`src/rtl/vmac_pkg.sv`:
```
// constants, encodings and register map of the voltage monitor converter control
// assumes a 40 MHz system clock and the documented two-wire management bus
package vmac_pkg;
  localparam int CLK_PERIOD_NS = 25;
  localparam int CONV_TIME_NS = 700000;
  localparam int CONV_CYCLES = CONV_TIME_NS / CLK_PERIOD_NS;
  localparam int ADC_BITS = 10;
  localparam int AVG_SAMPLES = 16;
  localparam int AVG_SHIFT = 4;
  localparam int ACC_BITS = ADC_BITS + AVG_SHIFT;
  localparam logic [9:0] NOMINAL_CODE = 10'h300;
  localparam logic [6:0] SMB_DEV_ADDR = 7'h2E;

  localparam logic [7:0] REG_CS_READING = 8'h21;
  localparam logic [7:0] REG_DS_READING = 8'h22;
  localparam logic [7:0] REG_CONFIG_ONE = 8'h40;
  localparam logic [7:0] REG_STATUS = 8'h41;
  localparam logic [7:0] REG_CS_LOW = 8'h46;
  localparam logic [7:0] REG_CS_HIGH = 8'h47;
  localparam logic [7:0] REG_DS_LOW = 8'h48;
  localparam logic [7:0] REG_DS_HIGH = 8'h49;
  localparam logic [7:0] REG_FAN1_CHSEL = 8'h55;
  localparam logic [7:0] REG_CONFIG_TWO = 8'h73;

  localparam logic [7:0] READING_RST = 8'h00;
  localparam logic [7:0] LIMIT_LO_RST = 8'h00;
  localparam logic [7:0] LIMIT_HI_RST = 8'hFF;
  localparam logic [7:0] CONFIG_RST = 8'h00;
  localparam logic [1:0] STATUS_RST = 2'h0;

  localparam int CFG1_VDD_5V_BIT = 7;
  localparam int CFG2_AVG_OFF_BIT = 4;
  localparam int CFG2_BYPASS_BIT = 5;
  localparam int CFG2_SINGLE_BIT = 6;
  localparam int CHSEL_MSB = 7;
  localparam int CHSEL_LSB = 5;
  localparam int STAT_CS_BIT = 0;
  localparam int STAT_DS_BIT = 1;

  localparam logic [2:0] CH_CHIPSET = 3'h1;
  localparam logic [2:0] CH_DEVICE = 3'h2;
  localparam logic [2:0] CH_REMOTE1 = 3'h5;
  localparam logic [2:0] CH_LOCAL = 3'h6;
  localparam logic [2:0] CH_REMOTE2 = 3'h7;

  typedef enum logic [2:0] {
    SMB_IDLE, SMB_ADDR, SMB_ADDR_ACK, SMB_WR, SMB_WR_ACK, SMB_RD, SMB_RD_ACK
  } vmac_smb_e;
endpackage : vmac_pkg

```
`src/rtl/vmac_conv_if.sv`:
```
// carrier between the sequencer and the successive-approximation engine
// assumes both ends run on the same clock
`timescale 1ns/1ps
interface vmac_conv_if;
  logic start;
  logic cmp;
  logic busy;
  logic done;
  logic [9:0] result;
  logic [9:0] dac_code;
  modport ctl (output start, output cmp, input busy, input done, input result, input dac_code);
  modport sar (input start, input cmp, output busy, output done, output result, output dac_code);
endinterface : vmac_conv_if

```
`src/rtl/vmac_sar.sv`:
```
// successive-approximation engine: ten trials spread over one conversion time
// assumes the comparator level arrives already synchronised
`timescale 1ns/1ps
module vmac_sar #(
  parameter int CONV_CYCLES = vmac_pkg::CONV_CYCLES
) (
  input wire logic clk,
  input wire logic sys_rst,
  vmac_conv_if.sar cv
);
  import vmac_pkg::*;
  localparam int STEP_RAW = CONV_CYCLES / ADC_BITS;
  localparam int STEP_CYCLES = (STEP_RAW < 1) ? 1 : STEP_RAW;
  localparam logic [15:0] STEP_LAST = 16'(STEP_CYCLES - 1);

  logic [15:0] step_q;
  logic [3:0] bit_q;
  logic [9:0] kept;

  // drop the trial bit when the input sits below the trial level
  always_comb begin
    kept = cv.dac_code;
    if (!cv.cmp) begin
      kept[bit_q] = 1'b0;
    end
  end

  always_ff @(posedge clk) begin
    cv.done <= 1'b0;
    if (sys_rst) begin
      cv.busy <= 1'b0;
      cv.result <= 10'h000;
      cv.dac_code <= 10'h000;
      step_q <= 16'h0000;
      bit_q <= 4'h0;
    end else if (!cv.busy) begin
      if (cv.start) begin
        cv.busy <= 1'b1;
        cv.dac_code <= 10'h200;
        bit_q <= 4'h9;
        step_q <= 16'h0000;
      end
    end else if (step_q == STEP_LAST) begin
      step_q <= 16'h0000;
      if (bit_q == 4'h0) begin
        cv.result <= kept;
        cv.done <= 1'b1;
        cv.busy <= 1'b0;
        cv.dac_code <= kept;
      end else begin
        cv.dac_code <= kept | (10'h001 << (bit_q - 4'h1));
        bit_q <= bit_q - 4'h1;
      end
    end else begin
      step_q <= step_q + 16'h0001;
    end
  end

  // helper: cycles since start, only read by the checks
  logic [19:0] span_q;
  always_ff @(posedge clk) begin
    if (sys_rst || cv.start) begin
      span_q <= 20'h00000;
    end else if (cv.busy) begin
      span_q <= span_q + 20'h00001;
    end
  end

  a_conv_length: assert property (@(posedge clk) disable iff (sys_rst)
    cv.done |-> span_q == 20'(ADC_BITS * STEP_CYCLES))
    else $error("conversion did not take one full conversion time");
  a_sar_busy_hold: assert property (@(posedge clk) disable iff (sys_rst)
    (cv.start && !cv.busy) |=> cv.busy[*8])
    else $error("converter dropped busy right after start");
  c_conv_done: cover property (@(posedge clk) disable iff (sys_rst) cv.done);
endmodule : vmac_sar

```
`src/rtl/vmac_top.sv`:
```
// voltage monitor converter control: bus slave, register file, sequencer, limits
// assumes an analog front end with mux, attenuator, trial dac and comparator
`timescale 1ns/1ps
module vmac_top #(
  parameter int CONV_CYCLES = vmac_pkg::CONV_CYCLES
) (
  input wire logic clk,
  input wire logic sys_rst,
  input wire logic smb_scl,
  input wire logic smb_sda_in,
  output logic smb_sda_out,
  output logic smb_sda_oe,
  output logic smb_alert_n,
  input wire logic adc_cmp,
  output logic [9:0] adc_dac_code,
  output logic [2:0] adc_mux_sel,
  output logic atten_bypass,
  output logic device_5v_scale
);
  import vmac_pkg::*;

  vmac_conv_if conv ();

  vmac_sar #(.CONV_CYCLES(CONV_CYCLES)) u_sar (
    .clk(clk),
    .sys_rst(sys_rst),
    .cv(conv.sar)
  );

  function automatic logic [2:0] next_chan(input logic [2:0] c);
    unique case (c)
      CH_CHIPSET: next_chan = CH_DEVICE;
      CH_DEVICE: next_chan = CH_REMOTE1;
      CH_REMOTE1: next_chan = CH_LOCAL;
      CH_LOCAL: next_chan = CH_REMOTE2;
      default: next_chan = CH_CHIPSET;
    endcase
  endfunction : next_chan

  function automatic logic beyond(input logic [7:0] v, input logic [7:0] lo,
                                  input logic [7:0] hi);
    beyond = (v > hi) || (v < lo);
  endfunction : beyond

  // registers
  logic [7:0] cs_reading_q;
  logic [7:0] ds_reading_q;
  logic [7:0] config_one_q;
  logic [7:0] config_two_q;
  logic [7:0] cs_low_q;
  logic [7:0] cs_high_q;
  logic [7:0] ds_low_q;
  logic [7:0] ds_high_q;
  logic [7:0] fan1_chsel_q;
  logic [1:0] status_q;
  logic [1:0] status_set;
  logic status_clr;

  // pin synchronisers; stage one feeds stage two only
  logic scl_s1_q, scl_s2_q, scl_s3_q;
  logic sda_s1_q, sda_s2_q, sda_s3_q;
  logic cmp_s1_q;

  always_ff @(posedge clk) begin
    if (sys_rst) begin
      {scl_s1_q, scl_s2_q, scl_s3_q} <= 3'h7;
      {sda_s1_q, sda_s2_q, sda_s3_q} <= 3'h7;
      cmp_s1_q <= 1'b0;
      conv.cmp <= 1'b0;
    end else begin
      scl_s1_q <= smb_scl;
      scl_s2_q <= scl_s1_q;
      scl_s3_q <= scl_s2_q;
      sda_s1_q <= smb_sda_in;
      sda_s2_q <= sda_s1_q;
      sda_s3_q <= sda_s2_q;
      cmp_s1_q <= adc_cmp;
      conv.cmp <= cmp_s1_q;
    end
  end

  logic scl_rise, scl_fall, bus_start, bus_stop;
  assign scl_rise = scl_s2_q && !scl_s3_q;
  assign scl_fall = !scl_s2_q && scl_s3_q;
  assign bus_start = scl_s2_q && scl_s3_q && sda_s3_q && !sda_s2_q;
  assign bus_stop = scl_s2_q && scl_s3_q && !sda_s3_q && sda_s2_q;

  // bus slave
  vmac_smb_e smb_q;
  logic [7:0] shift_q;
  logic [3:0] cnt_q;
  logic rw_q;
  logic first_q;
  logic nack_q;
  logic [7:0] ptr_q;
  logic [7:0] rd_data;
  logic wr_fire;

  always_comb begin
    unique case (ptr_q)
      REG_CS_READING: rd_data = cs_reading_q;
      REG_DS_READING: rd_data = ds_reading_q;
      REG_CONFIG_ONE: rd_data = config_one_q;
      REG_STATUS: rd_data = {6'h00, status_q};
      REG_CS_LOW: rd_data = cs_low_q;
      REG_CS_HIGH: rd_data = cs_high_q;
      REG_DS_LOW: rd_data = ds_low_q;
      REG_DS_HIGH: rd_data = ds_high_q;
      REG_FAN1_CHSEL: rd_data = fan1_chsel_q;
      REG_CONFIG_TWO: rd_data = config_two_q;
      default: rd_data = 8'h00;
    endcase
  end

  logic load_rd;
  assign load_rd = scl_fall && ((smb_q == SMB_ADDR_ACK && rw_q) ||
                                (smb_q == SMB_RD_ACK && !nack_q));
  assign status_clr = load_rd && (ptr_q == REG_STATUS);
  assign wr_fire = scl_fall && smb_q == SMB_WR && cnt_q == 4'h8 && !first_q;

  always_ff @(posedge clk) begin
    if (sys_rst) begin
      smb_q <= SMB_IDLE;
      shift_q <= 8'h00;
      cnt_q <= 4'h0;
      rw_q <= 1'b0;
      first_q <= 1'b0;
      nack_q <= 1'b0;
      ptr_q <= 8'h00;
    end else if (bus_stop) begin
      smb_q <= SMB_IDLE;
    end else if (bus_start) begin
      smb_q <= SMB_ADDR;
      cnt_q <= 4'h0;
    end else if (scl_rise) begin
      if (smb_q == SMB_ADDR || smb_q == SMB_WR) begin
        shift_q <= {shift_q[6:0], sda_s2_q};
        cnt_q <= cnt_q + 4'h1;
      end
      if (smb_q == SMB_RD_ACK) begin
        nack_q <= sda_s2_q;
      end
    end else if (scl_fall) begin
      unique case (smb_q)
        SMB_ADDR: begin
          if (cnt_q == 4'h8) begin
            // foreign address: stay off the bus until the next start
            smb_q <= (shift_q[7:1] == SMB_DEV_ADDR) ? SMB_ADDR_ACK : SMB_IDLE;
            rw_q <= shift_q[0];
          end
        end
        SMB_ADDR_ACK: begin
          cnt_q <= 4'h0;
          first_q <= 1'b1;
          if (rw_q) begin
            smb_q <= SMB_RD;
            shift_q <= rd_data;
          end else begin
            smb_q <= SMB_WR;
          end
        end
        SMB_WR: begin
          if (cnt_q == 4'h8) begin
            smb_q <= SMB_WR_ACK;
            if (first_q) begin
              ptr_q <= shift_q;
            end
          end
        end
        SMB_WR_ACK: begin
          smb_q <= SMB_WR;
          cnt_q <= 4'h0;
          first_q <= 1'b0;
        end
        SMB_RD: begin
          if (cnt_q == 4'h7) begin
            smb_q <= SMB_RD_ACK;
          end else begin
            shift_q <= {shift_q[6:0], 1'b1};
            cnt_q <= cnt_q + 4'h1;
          end
        end
        SMB_RD_ACK: begin
          cnt_q <= 4'h0;
          // master ack rereads the same register; no pointer auto-increment
          if (nack_q) begin
            smb_q <= SMB_IDLE;
          end else begin
            smb_q <= SMB_RD;
            shift_q <= rd_data;
          end
        end
        SMB_IDLE: begin
        end
      endcase
    end
  end

  // open drain: only ever pull low
  always_ff @(posedge clk) begin
    if (sys_rst) begin
      smb_sda_out <= 1'b0;
      smb_sda_oe <= 1'b0;
    end else begin
      smb_sda_out <= 1'b0;
      smb_sda_oe <= (smb_q == SMB_ADDR_ACK) || (smb_q == SMB_WR_ACK) ||
                    (smb_q == SMB_RD && !shift_q[7]);
    end
  end

  // writable registers
  always_ff @(posedge clk) begin
    if (sys_rst) begin
      config_one_q <= CONFIG_RST;
      config_two_q <= CONFIG_RST;
      fan1_chsel_q <= CONFIG_RST;
      cs_low_q <= LIMIT_LO_RST;
      cs_high_q <= LIMIT_HI_RST;
      ds_low_q <= LIMIT_LO_RST;
      ds_high_q <= LIMIT_HI_RST;
    end else if (wr_fire) begin
      unique case (ptr_q)
        REG_CONFIG_ONE: config_one_q <= shift_q;
        REG_CONFIG_TWO: config_two_q <= shift_q;
        REG_FAN1_CHSEL: fan1_chsel_q <= shift_q;
        REG_CS_LOW: cs_low_q <= shift_q;
        REG_CS_HIGH: cs_high_q <= shift_q;
        REG_DS_LOW: ds_low_q <= shift_q;
        REG_DS_HIGH: ds_high_q <= shift_q;
        default: begin
        end
      endcase
    end
  end

  // analog front end controls
  logic avg_off, single_mode;
  logic [2:0] single_sel;
  assign avg_off = config_two_q[CFG2_AVG_OFF_BIT];
  assign single_mode = config_two_q[CFG2_SINGLE_BIT];
  assign single_sel = fan1_chsel_q[CHSEL_MSB:CHSEL_LSB];

  always_ff @(posedge clk) begin
    if (sys_rst) begin
      atten_bypass <= 1'b0;
      device_5v_scale <= 1'b0;
    end else begin
      // attenuated path puts nominal supply at three-quarter scale
      atten_bypass <= config_two_q[CFG2_BYPASS_BIT];
      device_5v_scale <= config_one_q[CFG1_VDD_5V_BIT];
    end
  end

  // sequencer and averaging
  logic [ACC_BITS-1:0] acc_q;
  logic [ACC_BITS-1:0] sum;
  logic [3:0] samp_q;
  logic meas_end;
  logic [9:0] avg;
  logic [9:0] meas_q;
  logic meas_valid_q;
  logic [2:0] meas_chan_q;

  assign sum = acc_q + {4'h0, conv.result};
  assign avg = avg_off ? conv.result : sum[ACC_BITS-1:AVG_SHIFT];
  assign meas_end = conv.done && (avg_off || samp_q == 4'(AVG_SAMPLES - 1));

  always_ff @(posedge clk) begin
    if (sys_rst) begin
      conv.start <= 1'b0;
    end else begin
      conv.start <= !conv.busy && !conv.start;
    end
  end

  always_ff @(posedge clk) begin
    if (sys_rst) begin
      acc_q <= '0;
      samp_q <= 4'h0;
      adc_mux_sel <= CH_CHIPSET;
    end else if (conv.done) begin
      if (meas_end) begin
        acc_q <= '0;
        samp_q <= 4'h0;
        // illegal select codes fall back to the chipset supply
        if (single_mode) begin
          adc_mux_sel <= (single_sel inside {CH_CHIPSET, CH_DEVICE, CH_REMOTE1, CH_LOCAL,
                                             CH_REMOTE2}) ? single_sel : CH_CHIPSET;
        end else begin
          adc_mux_sel <= next_chan(adc_mux_sel);
        end
      end else begin
        acc_q <= sum;
        samp_q <= samp_q + 4'h1;
      end
    end
  end

  always_ff @(posedge clk) begin
    if (sys_rst) begin
      meas_q <= 10'h000;
      meas_valid_q <= 1'b0;
      meas_chan_q <= CH_CHIPSET;
    end else begin
      meas_valid_q <= meas_end;
      if (meas_end) begin
        meas_q <= avg;
        meas_chan_q <= adc_mux_sel;
      end
    end
  end

  // temperature codes are converted but kept nowhere here
  always_ff @(posedge clk) begin
    if (sys_rst) begin
      cs_reading_q <= READING_RST;
      ds_reading_q <= READING_RST;
    end else if (meas_valid_q) begin
      if (meas_chan_q == CH_CHIPSET) begin
        cs_reading_q <= meas_q[9:2];
      end
      if (meas_chan_q == CH_DEVICE) begin
        ds_reading_q <= meas_q[9:2];
      end
    end
  end

  always_comb begin
    status_set = 2'h0;
    if (meas_valid_q && meas_chan_q == CH_CHIPSET) begin
      status_set[STAT_CS_BIT] = beyond(meas_q[9:2], cs_low_q, cs_high_q);
    end
    if (meas_valid_q && meas_chan_q == CH_DEVICE) begin
      status_set[STAT_DS_BIT] = beyond(meas_q[9:2], ds_low_q, ds_high_q);
    end
  end

  // a read clears, but a violation in the same cycle wins
  always_ff @(posedge clk) begin
    if (sys_rst) begin
      status_q <= STATUS_RST;
    end else begin
      status_q <= (status_q & ~{2{status_clr}}) | status_set;
    end
  end

  always_ff @(posedge clk) begin
    if (sys_rst) begin
      smb_alert_n <= 1'b1;
    end else begin
      smb_alert_n <= !(|status_q);
    end
  end

  assign adc_dac_code = conv.dac_code;

  // checks
  a_limit_reset: assert property (@(posedge clk)
    sys_rst |=> (cs_low_q == 8'h00 && cs_high_q == 8'hFF && ds_low_q == 8'h00 &&
                 ds_high_q == 8'hFF))
    else $error("limit registers not at reset values");
  a_limit_sets_flag: assert property (@(posedge clk) disable iff (sys_rst)
    (meas_valid_q && meas_chan_q == CH_CHIPSET && beyond(meas_q[9:2], cs_low_q, cs_high_q))
    |=> status_q[STAT_CS_BIT])
    else $error("chipset supply violation did not set status");
  a_alert_follows: assert property (@(posedge clk) disable iff (sys_rst)
    (meas_valid_q && meas_chan_q == CH_DEVICE && beyond(meas_q[9:2], ds_low_q, ds_high_q))
    |=> ##1 !smb_alert_n)
    else $error("device supply violation did not raise alert");
  a_avg_sixteen: assert property (@(posedge clk) disable iff (sys_rst)
    (conv.done && !avg_off && samp_q != 4'hF) |=> !meas_valid_q)
    else $error("averaged result stored before sixteen conversions");
  a_avg_off_each: assert property (@(posedge clk) disable iff (sys_rst)
    (conv.done && avg_off) |=> meas_valid_q && meas_q == $past(conv.result))
    else $error("averaging off did not store the single conversion");
  a_store_reading: assert property (@(posedge clk) disable iff (sys_rst)
    (meas_valid_q && meas_chan_q == CH_CHIPSET) |=> cs_reading_q == $past(meas_q[9:2]))
    else $error("chipset reading not updated");
  a_single_hold: assert property (@(posedge clk) disable iff (sys_rst)
    (meas_end && single_mode && single_sel == CH_DEVICE) |=> adc_mux_sel == CH_DEVICE)
    else $error("single mode did not select the chosen input");
  a_round_robin: assert property (@(posedge clk) disable iff (sys_rst)
    (meas_end && !single_mode && adc_mux_sel == CH_CHIPSET) |=> adc_mux_sel == CH_DEVICE)
    else $error("round robin order broken");
  a_bypass_pin: assert property (@(posedge clk) disable iff (sys_rst)
    config_two_q[CFG2_BYPASS_BIT] [*2] |-> atten_bypass)
    else $error("attenuator bypass not driven");
  a_scale_pin: assert property (@(posedge clk) disable iff (sys_rst)
    config_one_q[CFG1_VDD_5V_BIT] [*2] |-> device_5v_scale)
    else $error("5 V scaling not driven");

  c_status_read: cover property (@(posedge clk) disable iff (sys_rst) status_clr && |status_q);
  c_single_mode: cover property (@(posedge clk) disable iff (sys_rst) meas_end && single_mode);
  c_bus_write: cover property (@(posedge clk) disable iff (sys_rst) wr_fire);
endmodule : vmac_top

```
`config.mk`:
```
export PLATFORM = sky130hd
export DESIGN_NAME = vmac_top
export DESIGN_NICKNAME = d
export VERILOG_FILES = /design/src/rtl/vmac_pkg.sv /design/src/rtl/vmac_conv_if.sv /design/src/rtl/vmac_sar.sv /design/src/rtl/vmac_top.sv
export SDC_FILE = /design/constraint.sdc
export NUM_CORES = 1
export LEC_CHECK = 0
export ABC_CLOCK_PERIOD_IN_PS = 3300
export BUFFER_PORTS_ARGS = -buffer_cell sky130_fd_sc_hd__buf_4
export CORE_UTILIZATION = 64
export CTS_BUF_LIST = sky130_fd_sc_hd__clkbuf_4
export DETAILED_ROUTE_END_ITERATION = 12
export PLACE_DENSITY = 0.87
export SYNTH_ARGS = -nofsm -noshare
export SYNTH_HDL_FRONTEND = slang
export SYNTH_HIERARCHICAL = 1
export SYNTH_SLANG_ARGS = --single-unit
```
`constraint.sdc`:
```
create_clock -name clk -period 3.3 [get_ports clk]
set_input_delay 0.33 -clock clk [delete_from_list [all_inputs] [get_ports clk]]
set_output_delay 0.33 -clock clk [all_outputs]
set_load 0.02 [all_outputs]
```
==> impl_metrics.env <==
export IMPL_path_delay_family="simple AND/OR/NAND/NOR gates"
export IMPL_p_per_area_nw_per_um2=351
export IMPL_first_global_vias=8797
export IMPL_dieHeight_um=129
export IMPL_clock_path_buffers=2
export IMPL_synth_compound_area_share_pct=19.4
export IMPL_cp_slowest_cell="or4b_4"
export IMPL_critical_path_startpoint="ptr_q[4]"
export IMPL_hold_class="in -> reg"
export IMPL_route_detailed_drc=0
export IMPL_slew_violations=0
export IMPL_async_flop_share_pct=0
export IMPL_synth_enable_flop_cells=0
export IMPL_wirelength_um=25600
export IMPL_buffer_ports_inserted=21
export IMPL_timing_critical_path_arrival_ns=3.05
export IMPL_worst_r2r_path_depth=7
export IMPL_result_of_the_run="complete, no violations"
export IMPL_stdcell_area_sq_um=10800
export IMPL_drtAntennaViolNets=0
export IMPL_gp_congestion=0.991
export IMPL_cts_sink_count=188
export IMPL_grt_first_pass_wirelength_um=42900
export IMPL_seq_area_frac_synth_pct=36.6
export IMPL_post_synth_and_or_nand_nor_area_fraction_pct=25.1
export IMPL_ir_drop_v=0.000274
export IMPL_grt_setup_unrepaired="no"
export IMPL_gr_usage_all_layers_pct=32.5
export IMPL_post_route_skew_ns=0.0173
export IMPL_die_w_um=129
export IMPL_grt_overflow=0
export IMPL_syn2layout_area_growth_pct=5.55
export IMPL_cts_resized=0
export IMPL_design_core_area_sq_um=15400
export IMPL_tritoncts="done"
export IMPL_setup_viol=0
export IMPL_synthesized_area_per_cell_sq_um=8.09
export IMPL_drt_wirelength_per_cell_um=17.3
export IMPL_critical_path_top_cell_by_count="nor3b_4"
export IMPL_worstMarginPinSlew_ns=1.15
export IMPL_hp_start="sys_rst"
export IMPL_worstHoldPathCells=2
export IMPL_post_route_min_period_ns=2.55
export IMPL_synth_top_family_by_area="simple AND/OR/NAND/NOR gates"
export IMPL_post_cts_clock_slew_at_the_launch_and_capture_registers_of_the_worst_setup_and_hold_paths_ns=0.14
export IMPL_worst_endpoint_required_ns=3.79
export IMPL_synth_cells_most_frequent="188 x dfxtp_1, 165 x nand2_1, 113 x a21oi_1, 81 x nor2_1, 70 x nand3_1"
export IMPL_hold_viol=0
export IMPL_timing_max_slew_rel_slack_pct=22.5
export IMPL_clock_tree_htree_level_count=4
export IMPL_cts_buffer_count=17
export IMPL_drt_iter0_drc=1028
export IMPL_most_frequently_used_cell_type_in_the_post_synthesis_netlist="dfxtp_1"
export IMPL_design_die_area_sq_um=16600
export IMPL_post_route_cells_drive_above_1_share_pct=8.52
export IMPL_initial_utilization_pct=66.6
export IMPL_netlist_area_leader_share_pct=36.6
export IMPL_synth_cell_type_count=87
export IMPL_timing_setup_tns_ns=0
export IMPL_netlist_instances=1271
export IMPL_post_synth_mux_area_share_pct=5.00
export IMPL_num_io_pins=23
export IMPL_clk_latency_ns=0.61
export IMPL_ys_warnings_count=6
export IMPL_vias=9402
export IMPL_fin_worst_hold_slack_ns=0.179
export IMPL_netlist_top_cells_area="dfxtp_1 37%, ha_1 6.8%, nand2_1 6.0%"
export IMPL_synth_xor_area_share_pct=1.19
export IMPL_synthesis_nets=1333
export IMPL_startpoint_type="flip-flop"
export IMPL_first_pass_detailed_route_iteration_total=6
export IMPL_hold_path_end="u_sar/bit_q[1]"
export IMPL_grt_start_max_net_pins=52
export IMPL_place_hpwl_um=18000
export IMPL_layout_worst_path_cycle_share_pct=77.3
export IMPL_crit_fanout=15
export IMPL_critical_path_buf_inv_count=1
export IMPL_timing_max_cap_violations=0
export IMPL_synth_top_flop_cell="dfxtp_1"
export IMPL_timing_rr_end="cs_high_q[0]"
export IMPL_worstReg2RegStart="ptr_q[4]"
export IMPL_stdcell_count=1480
export IMPL_netlist_area_sq_um=10300
export IMPL_endpoint_kind="flip-flop"
export IMPL_place_area_sq_um=10500
export IMPL_worstPathCellList="or4b_4, nor3b_4, buf_4, nand2_2, nor3b_4, mux2i_1, nand2_1"
export IMPL_cts_root_buf="clkbuf_4"
export IMPL_synth_adder_area_share_pct=7.01
export IMPL_yosys_register_bits=188
export IMPL_fp_row_count=45
export IMPL_design_final_nets=1318
export IMPL_leakagePower_uw=0.00402
export IMPL_path_class="reg -> reg"
export IMPL_routed_via_density=6.35
export IMPL_synthDominantAreaCellType="dfxtp_1"
export IMPL_timing_reg2reg_setup_slack_ns=0.75
export IMPL_numPlacedInstances=1445
export IMPL_clock_fmax_mhz=392
export IMPL_number_of_antenna_violations_at_the_first_check_in_global_routing=1
export IMPL_delay_of_the_slowest_cell_on_the_worst_path_ns=0.64
## state kept, by name, summed over array words and instances (netlist names), 8 cells and up
signal             flops
acc_q                 14
config_one_q           8
config_two_q           8
cs_high_q              8
cs_low_q               8
cs_reading_q           8
ds_high_q              8
ds_low_q               8
ds_reading_q           8
fan1_chsel_q           8
meas_q                 8
ptr_q                  8
shift_q                8
u_sar/cv.dac_code     10
u_sar/cv.result       10
u_sar/step_q          16
## metrics by stage
step	worst slack, ns	power [uW]	util, %
2_1_floorplan	0.945	2490	-
3_3_place_gp	0.869	2530	68.2
3_5_place_dp	0.803	2530	68.2
4_1_cts	0.755	3830	70.3
5_1_grt	0.554	3950	70.3
6_report	0.748	3810	70.3
## how the worst max path moves through the flow
| stage | to | slack, ns | cells past startpoint |
|---|---|---|---|
| floorplan | acc_q[12] | 0.94 | 7 |
| global placement | cs_high_q[0] | 0.87 | 7 |
| detailed placement | cs_high_q[0] | 0.80 | 7 |
| CTS | cs_high_q[0] | 0.76 | 7 |
| global route | ds_high_q[1] | 0.55 | 7 |
| finish | cs_high_q[0] | 0.75 | 7 |
## routing by layer
metal / wire (um) / part of all wire, % / vias up / global-route usage (%)
met5: 0 / 0 / - / 0
met4: 864 / 3.4 / 0 / 15.0
met3: 1780 / 7.0 / 81 / 6.36
met2: 11900 / 47 / 412 / 52.8
met1: 11000 / 43 / 4412 / 41.6
li1: - / - / 4497 / -
## what timing repair did
| action | 4_1_cts | 5_1_grt |
|---|---|---|
| setup buffers | 0 | 0 |
| hold buffers | 3 | 0 |
| endpoints found under the hold margin | 3 | 0 |
## power breakdown
| group | switching [uW] | internal, uW |
|---|---|---|
| clock network | 794 | 523 |
| logic | 117 | 63.1 |
| registers | 24.4 | 2280 |
| total | 936 | 2870 |
## area by class of cell
cell class	count	area [sq um]
multi-input combinational	940	5930
fill	1283	4580
sequential	188	3760
timing repair buffer	47	360
tap	211	264
inverter	62	233
clock inverter	14	169
clock buffer	17	128
antenna	1	2.50
## worst register-to-register path, delay by kind of cell, from the launching register on
| family | cells | cell delay [ns] |
|---|---|---|
| muxes | 1 | 0.25 |
| DFF | 1 | 0.42 |
| buffers and inverters | 1 | 0.22 |
| and+or+nand+nor | 5 | 1.56 |
## cell families after synthesis
logic type / count (synthesis)
XOR/XNOR: 14
buffers and inverters: 143
AND/OR/NAND/NOR: 501
other: 1
AO/OA/AOI/OAI: 316
flip-flops: 188
multiplexers: 51
adder cells (fa/ha/maj): 57
## placed cells by master (no fill, tap or decap), types with 8 or more instances in the layout
cell and instances:
o21ai_0 54, nor3_1 32, nand3b_1 8, a31oi_1 22, nor2_1 81, nand4_1 16, a22oi_1 8, and3_1 10
nor2b_1 22, o211ai_1 10, a21oi_1 113, ha_1 56, nand2_1 165, mux2i_1 48, a211oi_1 14, clkbuf_4 17
nand2b_1 27, o21a_1 15, nand3_1 70, xnor2_1 8, dfxtp_1 188, a21o_1 12, inv_1 61, buf_4 44
No activity file was read; power rests on OpenSTA's default activity.
